[config.mk]
export PLATFORM = sky130hd
export DESIGN_NAME = index_modify_address_convert_unit
export DESIGN_NICKNAME = d
export VERILOG_FILES = /design/src/dag_modify_pkg.sv /design/src/index_modify_address_convert_unit.sv
export SDC_FILE = /design/constraint.sdc
export NUM_CORES = 2
export LEC_CHECK = 0
export BUFFER_PORTS_ARGS = -buffer_cell sky130_fd_sc_hd__buf_2
export CAP_MARGIN = 20
export CORE_ASPECT_RATIO = 1.25
export CORE_MARGIN = 1
export CORE_UTILIZATION = 25
export CTS_CLUSTER_DIAMETER = 80
export DETAILED_ROUTE_END_ITERATION = 8
export GPL_ROUTABILITY_DRIVEN = 0
export PLACE_DENSITY_LB_ADDON = 0.25
export RECOVER_POWER = 25
export SYNTH_ARGS = -nofsm -noshare
export SYNTH_HDL_FRONTEND = slang
export SYNTH_SLANG_ARGS = --single-unit
[constraint.sdc]
create_clock -name ref_clk -period 13.4 [get_ports ref_clk]
set_clock_uncertainty 0.15 [all_clocks]
set_input_delay 2.01 -clock ref_clk [delete_from_list [all_inputs] [get_ports ref_clk]]
set_output_delay 2.01 -clock ref_clk [all_outputs]
set_load 0.01 [all_outputs]
[src/dag_modify_pkg.sv]
// Constants, types and register map for the index modify and address convert unit.
// How it works
// - Condition 11111 means unconditional execution.
// - Without destination, sum returns to source index.
// - Source kept if destination given; modify never changes.
// - Index update runs alongside the compute operation.
// - Single element: false condition suppresses everything.
// - Nonzero length always wraps, ignoring global enable.
// - Short-word scaling doubles the modify value.
// - Short-word scaling flags non-byte index illegal.
// - Normal-word scaling: word unscaled, byte times four.
// - Normal-word scaling flags long/short-word index illegal.
// - Scaling field: 00 none, 01 short, 10 normal.
// - Group bit picks first or second generator.
// - Dual element: each compute gated by own condition.
// - Dual element: index updates on OR of conditions.
// - Compact variant: no compute, explicit destination always.
// - Convert byte to word, or word to byte.
// - Value already in target space copies unchanged.
// - Convert fields: base select, direction, group.
// - Convert is wide form; compute runs concurrently.
package dag_modify_pkg;

	// ==========================================================
	// Register map (byte addresses on the register bus).
	localparam logic [7:0] CTRL_ADDR = 8'h00;
	localparam logic [7:0] STATUS_ADDR = 8'h04;
	localparam logic [2:0] REGION_CSR = 3'h0;
	localparam logic [2:0] REGION_IDX = 3'h1;
	localparam logic [2:0] REGION_MOD = 3'h2;
	localparam logic [2:0] REGION_BASE = 3'h3;
	localparam logic [2:0] REGION_LEN = 3'h4;
	localparam int CTRL_CBUF_BIT = 0;
	localparam int CTRL_SIMD_BIT = 1;
	localparam int STAT_ILLEGAL_BIT = 0;
	localparam int STAT_SPACE_LSB = 2;
	localparam logic [1:0] CTRL_RESET = 2'h0;

	// ==========================================================
	// Address space ranges and instruction constants.
	localparam logic [31:0] NW_BASE = 32'h0010_0000;
	localparam logic [31:0] SW_BASE = 32'h0020_0000;
	localparam logic [31:0] BW_BASE = 32'h0040_0000;
	localparam logic [4:0] COND_ALWAYS = 5'h1F;
	localparam logic [1:0] SCALE_NONE = 2'h0;
	localparam logic [1:0] SCALE_SW = 2'h1;
	localparam logic [1:0] SCALE_NW = 2'h2;

	// ==========================================================
	// Types.
	typedef enum logic [1:0] {SP_LONG, SP_NORMAL, SP_SHORT, SP_BYTE} space_t;
	typedef enum logic [1:0] {OP_MODIFY, OP_MODIFY_COMPACT, OP_ADDRESS_CONVERT_OP} op_t;

	typedef struct packed {
		op_t op;
		logic [4:0] cond;
		logic cond_x;
		logic cond_y;
		logic has_compute;
		logic [1:0] modify_scaling_field;
		logic group;
		logic [1:0] src;
		logic [1:0] mod_sel;
		logic has_dest;
		logic [1:0] dst;
		logic base_sel;
		logic to_byte;
	} instr_t;

	typedef struct packed {
		logic compute_x;
		logic compute_y;
		logic updated;
		logic illegal_address_space;
	} result_t;

endpackage

[src/index_modify_address_convert_unit.sv]
// Index modify and byte/word address convert unit of the data address generators.
//
// Implementation choices: the register addresses and the Wishbone interface to the registers.
`timescale 1ns/1ps
module index_modify_address_convert_unit (
	// Clock and reset.
	input wire logic ref_clk,
	input wire logic rst_n,
	// Classic Wishbone slave.
	input wire logic cyc_i,
	input wire logic stb_i,
	input wire logic we_i,
	input wire logic [7:0] adr_i,
	input wire logic [3:0] sel_i,
	input wire logic [31:0] dat_i,
	output logic [31:0] dat_o,
	output logic ack_o,
	// Decoded instruction from the sequencer.
	input wire logic instr_valid,
	input wire dag_modify_pkg::instr_t instr,
	// Execution results, one cycle after the instruction, and the circular buffer enable bit of the control register.
	output dag_modify_pkg::result_t result,
	output logic circular_buffer_global_enable
);

	// ==========================================================
	// State.
	logic [31:0] idx_ff [8];
	logic [31:0] mod_ff [8];
	logic [31:0] base_ff [8];
	logic [31:0] len_ff [8];
	logic [1:0] ctrl_ff;
	logic illegal_ff;
	dag_modify_pkg::space_t last_space_ff;
	dag_modify_pkg::result_t result_ff;
	logic ack_ff;
	logic [31:0] rdata_ff;

	// ==========================================================
	// Condition evaluation.
	wire uncond = instr.cond == dag_modify_pkg::COND_ALWAYS;
	wire true_x = uncond | instr.cond_x;
	wire true_y = uncond | instr.cond_y;
	wire simd = ctrl_ff[dag_modify_pkg::CTRL_SIMD_BIT];
	// In single element mode only the x element's outcome counts.
	wire exec_idx = instr_valid & (simd ? (true_x | true_y) : true_x);
	// The compact variant never carries a compute operation.
	wire comp_ok = instr.has_compute & (instr.op != dag_modify_pkg::OP_MODIFY_COMPACT);
	wire nxt_comp_x = instr_valid & comp_ok & true_x;
	wire nxt_comp_y = instr_valid & comp_ok & simd & true_y;

	// ==========================================================
	// Operand selection by generator group.
	wire [2:0] src_i = {instr.group, instr.src};
	wire [2:0] mod_i = {instr.group, instr.mod_sel};
	wire is_conv = instr.op == dag_modify_pkg::OP_ADDRESS_CONVERT_OP;
	// The compact form always writes its named destination.
	wire use_dst = instr.has_dest | (instr.op == dag_modify_pkg::OP_MODIFY_COMPACT);
	wire [2:0] dst_i = use_dst ? {instr.group, instr.dst} : src_i;
	wire conv_base = is_conv & instr.base_sel;
	wire [31:0] src_val = conv_base ? base_ff[src_i] : idx_ff[src_i];
	wire [31:0] m_val = mod_ff[mod_i];
	wire [31:0] b_val = base_ff[src_i];
	wire [31:0] l_val = len_ff[src_i];

	// ==========================================================
	// Shared range decoder for scaling, fault and conversion.
	function automatic dag_modify_pkg::space_t classify(input logic [31:0] a);
		if (a >= dag_modify_pkg::BW_BASE) begin
			classify = dag_modify_pkg::SP_BYTE;
		end else if (a >= dag_modify_pkg::SW_BASE) begin
			classify = dag_modify_pkg::SP_SHORT;
		end else if (a >= dag_modify_pkg::NW_BASE) begin
			classify = dag_modify_pkg::SP_NORMAL;
		end else begin
			classify = dag_modify_pkg::SP_LONG;
		end
	endfunction

	dag_modify_pkg::space_t src_space;
	assign src_space = classify(src_val);
	wire in_byte = src_space == dag_modify_pkg::SP_BYTE;
	wire in_norm = src_space == dag_modify_pkg::SP_NORMAL;

	// ==========================================================
	// Modify value scaling and illegal space detection.
	wire sc_sw = instr.modify_scaling_field == dag_modify_pkg::SCALE_SW;
	wire sc_nw = instr.modify_scaling_field == dag_modify_pkg::SCALE_NW;
	wire [31:0] m_sw = {m_val[30:0], 1'b0};
	wire [31:0] m_nw = in_byte ? {m_val[29:0], 2'b00} : m_val;
	wire [31:0] m_scaled = sc_sw ? m_sw : (sc_nw ? m_nw : m_val);
	wire bad_sw = sc_sw & ~in_byte;
	wire bad_nw = sc_nw & ~in_byte & ~in_norm;
	wire illegal = ~is_conv & (bad_sw | bad_nw);

	// ==========================================================
	// Modify with circular wraparound whenever a length is set.
	// The wrap ignores the global enable, which only matters for
	// post-modify memory accesses handled elsewhere.
	wire [31:0] sum = src_val + m_scaled;
	wire [31:0] top = b_val + l_val;
	wire circ = l_val != 32'h0000_0000;
	wire neg = m_scaled[31];
	wire [31:0] wrap_dn = sum - l_val;
	wire [31:0] wrap_up = sum + l_val;
	wire over = ~neg & (sum >= top);
	wire under = neg & (sum < b_val);
	wire [31:0] mod_res = !circ ? sum : (over ? wrap_dn : (under ? wrap_up : sum));

	// ==========================================================
	// Byte/word address conversion.
	wire [31:0] b_off = src_val - dag_modify_pkg::BW_BASE;
	wire [31:0] w_off = src_val - dag_modify_pkg::NW_BASE;
	wire [31:0] to_word = {2'b00, b_off[31:2]} + dag_modify_pkg::NW_BASE;
	wire [31:0] to_byt = {w_off[29:0], 2'b00} + dag_modify_pkg::BW_BASE;
	// Values already in the requested space pass through untouched.
	wire [31:0] conv_res = instr.to_byte ? (in_byte ? src_val : to_byt) :
		(in_byte ? to_word : src_val);

	// ==========================================================
	// Write-back decode.
	wire [31:0] new_val = is_conv ? conv_res : mod_res;
	wire do_write = exec_idx & ~illegal;
	wire wr_idx = do_write & ~conv_base;
	wire wr_base = do_write & conv_base;
	wire raise_illegal = exec_idx & illegal;

	// ==========================================================
	// Bus decode.
	wire bus_req = cyc_i & stb_i;
	wire bus_wr = bus_req & we_i & ~ack_ff;
	wire [2:0] region = adr_i[7:5];
	wire [2:0] entry = adr_i[4:2];
	wire wr_ctrl = bus_wr && (adr_i == dag_modify_pkg::CTRL_ADDR);
	wire wr_stat = bus_wr && (adr_i == dag_modify_pkg::STATUS_ADDR);
	wire wr_reg_i = bus_wr && (region == dag_modify_pkg::REGION_IDX);
	wire wr_reg_m = bus_wr && (region == dag_modify_pkg::REGION_MOD);
	wire wr_reg_b = bus_wr && (region == dag_modify_pkg::REGION_BASE);
	wire wr_reg_l = bus_wr && (region == dag_modify_pkg::REGION_LEN);
	wire [31:0] lane_mask = {{8{sel_i[3]}}, {8{sel_i[2]}}, {8{sel_i[1]}}, {8{sel_i[0]}}};

	function automatic logic [31:0] merge(input logic [31:0] old, input logic [31:0] nw,
			input logic [31:0] m);
		merge = (old & ~m) | (nw & m);
	endfunction

	wire [31:0] stat_word = {28'h0000000, last_space_ff, 1'b0, illegal_ff};
	wire [31:0] ctrl_word = {30'h00000000, ctrl_ff};
	wire [31:0] csr_rd = (adr_i == dag_modify_pkg::CTRL_ADDR) ? ctrl_word :
		((adr_i == dag_modify_pkg::STATUS_ADDR) ? stat_word : 32'h0000_0000);
	wire [31:0] nxt_rdata = (region == dag_modify_pkg::REGION_CSR) ? csr_rd :
		(region == dag_modify_pkg::REGION_IDX) ? idx_ff[entry] :
		(region == dag_modify_pkg::REGION_MOD) ? mod_ff[entry] :
		(region == dag_modify_pkg::REGION_BASE) ? base_ff[entry] :
		(region == dag_modify_pkg::REGION_LEN) ? len_ff[entry] : 32'h0000_0000;

	// ==========================================================
	// Per-entry register storage; an instruction write wins over a
	// bus write to the same entry so that program flow stays exact.
	genvar gi;
	generate
		for (gi = 0; gi < 8; gi++) begin : g_entry
			always_ff @(posedge ref_clk) begin
				if (!rst_n) begin
					idx_ff[gi] <= 32'h0000_0000;
					base_ff[gi] <= 32'h0000_0000;
					len_ff[gi] <= 32'h0000_0000;
					mod_ff[gi] <= 32'h0000_0000;
				end else begin
					if (wr_idx && dst_i == 3'(gi)) begin
						idx_ff[gi] <= new_val;
					end else if (wr_reg_i && entry == 3'(gi)) begin
						idx_ff[gi] <= merge(idx_ff[gi], dat_i, lane_mask);
					end
					if (wr_base && dst_i == 3'(gi)) begin
						base_ff[gi] <= new_val;
					end else if (wr_reg_b && entry == 3'(gi)) begin
						base_ff[gi] <= merge(base_ff[gi], dat_i, lane_mask);
					end
					if (wr_reg_l && entry == 3'(gi)) begin
						len_ff[gi] <= merge(len_ff[gi], dat_i, lane_mask);
					end
					// Only software writes a modify register.
					if (wr_reg_m && entry == 3'(gi)) begin
						mod_ff[gi] <= merge(mod_ff[gi], dat_i, lane_mask);
					end
				end
			end
		end
	endgenerate

	// ==========================================================
	// Control, sticky status and results.
	// A new fault in the clearing cycle keeps the flag set.
	wire nxt_illegal = raise_illegal | (illegal_ff & ~(wr_stat & sel_i[0] &
		dat_i[dag_modify_pkg::STAT_ILLEGAL_BIT]));
	wire [1:0] nxt_ctrl = wr_ctrl & sel_i[0] ? dat_i[1:0] : ctrl_ff;
	dag_modify_pkg::result_t nxt_result;
	assign nxt_result = '{compute_x: nxt_comp_x, compute_y: nxt_comp_y,
		updated: do_write, illegal_address_space: raise_illegal};

	always_ff @(posedge ref_clk) begin
		if (!rst_n) begin
			ctrl_ff <= dag_modify_pkg::CTRL_RESET;
			illegal_ff <= 1'b0;
			last_space_ff <= dag_modify_pkg::SP_LONG;
			result_ff <= '0;
		end else begin
			ctrl_ff <= nxt_ctrl;
			illegal_ff <= nxt_illegal;
			last_space_ff <= do_write ? classify(new_val) : last_space_ff;
			result_ff <= nxt_result;
		end
	end

	// Classic single-cycle answer: ack one cycle after the strobe.
	always_ff @(posedge ref_clk) begin
		if (!rst_n) begin
			ack_ff <= 1'b0;
			rdata_ff <= 32'h0000_0000;
		end else begin
			ack_ff <= bus_req & ~ack_ff;
			rdata_ff <= nxt_rdata;
		end
	end

	// ==========================================================
	// Outputs.
	assign ack_o = ack_ff;
	assign dat_o = rdata_ff;
	assign result = result_ff;
	assign circular_buffer_global_enable = ctrl_ff[dag_modify_pkg::CTRL_CBUF_BIT];

endmodule

==> impl_metrics.csv <==
group,metric,value,unit
cts,numCtsBuffers,119,
power_and_ir_drop,pwr-share-seq,35.1,%
route,first_pass_iters,6,
synth,syn_area,72000,sq um
sta,finalHoldViolCount,0,
power_and_ir_drop,pwr-share-comb,34.3,%
synth,synth_nets,6518,
global_route,grt_max_degree,112,
die,die-area,290000,sq um
power_and_ir_drop,powerDensity,137,nW/um^2
sta,fin_crit_sh,95.1,%
status,status,"complete, but fails checks",
synth,yosysSeqAreaShare,43.9,%
route,antenna_left,0,
critical_path,setup.worst_path.class,"input pin to flop",
sta,finalSetupTns,0,ns
final_layout,nFillCells,29668,
route,vias,57639,
sta,period_needed,12.75,ns
route,drc_errors,0,
sta,finalMaxSlewViolations,649,
power_and_ir_drop,power_frac_clock,30.6,%
synth,synth_cell_types,100,
critical_path,startpoint_type,"input pin",
power_and_ir_drop,p_leak,28.1,nW
sta,relSlewSlack,-162,%
run,drv_cap,21,
final_layout,nNetsFinal,6376,
die,ioPinCount,110,
critical_path,arrival,13.10,ns
die,dieWidth,482,microns
placed_design,io_buffers,109,
final_layout,drive_above_1_share,18.8,%
cts,clock_path_buffers,3,
die,num_rows,219,
worst_hold_path,hold_class,"flop to flop",
synth,synth_area_leaders,"edfxtp_1 (43%), mux4_2 (16%), a21oi_1 (5.1%)",
critical_path,crit_top_cell,"a21oi_1",
synth,synthArstFlopShare,0,%
power_and_ir_drop,p_int,6.92,mW
critical_path,cpMaxStageDelayCell,"or4_1",
critical_path,end_kind,"flop",
final_layout,syn_to_final_growth,12.0,%
global_route,antenna_found_initial,16,
power_and_ir_drop,swShare,37.3,%
cts,cts-htree-levels,3,
synth,synth_cells,6251,
critical_path,cp_max_fo,51,
synth,yosysMostFrequentCell,"edfxtp_1",
synth,yosys_warnings,0,
die,start_util,25.2,%
cts,cts.sinks,1066,
route,wirelength,328000,microns
placed_design,hpwl,226000,microns
sta,tightest_slew,3.89,ns
synth,synthFlopType,"edfxtp_1",
cts,cts_tree,"yes",
sta,fmax,78.4,MHz
critical_path,crit_path_max_incr_delay,0.67,ns
cts,postCtsSetupBuffers,0,
global_route,grt_pass1_wl,454000,microns
cts,holdBufCountCts,0,
power_and_ir_drop,vdd_drop_max,125,uV
global_route,grt-ovfl-total,0,
cts,cts.repair.resized,0,
global_route,grt_pass1_vias,57274,
critical_path,required,13.75,ns
route,viasPerCell,5.78,
power_and_ir_drop,p_switching,4.11,mW
synth,yosys-top-cells-count,"edfxtp_1 (1024), a21oi_1 (732), o22ai_1 (545)",
sta,hold_ws,0.325,ns
sta,rsz0062_at_grt,"no",
status,violations,"max-capacitance violations, max-slew violations",
die,die_height,602,microns
power_and_ir_drop,total_power,11.0,mW
cts,clkTransAtPathRegs,0.07,ns
cts,cts_root_buffer,"clkbuf_16",
synth,syn_avg_cell_area,11.5,sq um
synth,synth_edf_count,1024,
synth,ys_seq_elements,1066,
global_route,grtUsageTotal,22.0,%
synth,yosysTopAreaCellShare,42.7,%
cts,clk-insertion-delay-late,0.81,ns
route,wl_per_cell,32.9,microns
route,initialDrtViolationCount,6100,
synth,yosys.area.top_type,"edfxtp_1",
die,coreArea,286000,sq um
sta,setup_viol,0,
-- worst max-delay path, delay by kind of cell --
kind            cells  cell delay [ns]
simple gates        8             2.10
xor+xnor            1             0.31
mux                 2             1.02
compound gates     22             6.05
buf+inv             2             0.65
fa+ha+maj           2             0.86
-- through the flow --
step,std cells,instance area [sq um],utilization (%),setup slack [ns]
CTS,9965,80800,28.3,0.805
floorplan,6251,72000,-,1.27
global route,9969,80700,28.3,0.155
finish,9969,80700,28.3,0.651
global placement,9738,76900,26.9,0.0541
detailed placement,9742,77000,27.0,0.00140
-- logic make-up (layout without fill, tap and decap cells) --
| logic type | Yosys count | count (layout) | synth area share (%) |
|---|---|---|---|
| AOI/OAI and AO/OA | 1836 | 1836 | 15.7 |
| and+or+nand+nor | 1413 | 1413 | 10.2 |
| DFF | 1066 | 1066 | 43.9 |
| muxes | 896 | 896 | 21.3 |
| buffers and inverters | 754 | 714 | 4.35 |
| adders and majority gates | 196 | 196 | 3.44 |
| xor gates and xnor gates | 90 | 90 | 1.11 |
| other | 0 | 1 | 0 |
-- metal layers --
layer,global-route usage (%),vias to the layer above,wire length [microns]
met2,36.2,3018,156000
met4,17.2,4,30100
li1,-,24213,-
met3,3.14,821,21600
met5,0,-,30
met1,25.8,29583,121000
-- layout make-up --
| type | count | area [sq um] | share of cell area (%) |
|---|---|---|---|
| multi-input combinational | 4431 | 37600 | 46.6 |
| tap | 3757 | 4700 | 5.83 |
| clock buffer | 146 | 3140 | 3.90 |
| antenna | 1 | 2.50 | 0.00310 |
| clock inverter | 77 | 679 | 0.842 |
| sequential | 1066 | 31600 | 39.2 |
| inverter | 138 | 518 | 0.642 |
| timing repair buffer | 353 | 2450 | 3.03 |
-- worst paths after layout --
check,startpoint,endpoint,slack [ns],cells after the start
setup / recovery,instr[9],flop,0.65,37
hold / removal,ack_o$_SDFF_PN0_,ack_o$_SDFF_PN0_,0.32,1
setup reg to reg,base_ff[4][11]$_SDFFCE_PN0P_,flop,1.84,36
hold reg to reg,ack_o$_SDFF_PN0_,ack_o$_SDFF_PN0_,0.32,1
-- power by group through the flow --
stage | registers [mW] | clock network, mW | logic, mW
floorplan | 3.91 | 0 | 2.44
finish | 3.87 | 3.37 | 3.78
global route | 3.89 | 3.51 | 3.98
global placement | 3.93 | 0 | 3.68
detailed placement | 3.94 | 0 | 3.69
CTS | 3.87 | 3.41 | 3.71
-- layout by cell type (no fill, tap or decap), types with 131 or more instances in the layout --
cell type,netlist,final
buf_4,30,219
edfxtp_1,1024,1024
inv_1,134,134
o22ai_1,545,545
mux2i_1,312,311
o21ai_0,144,131
nor2_1,278,277
nand2b_1,541,539
nand2_1,288,270
a21oi_1,732,732
ha_1,191,191
mux4_2,500,500
Note: power is estimated with default switching activity, not from simulation.
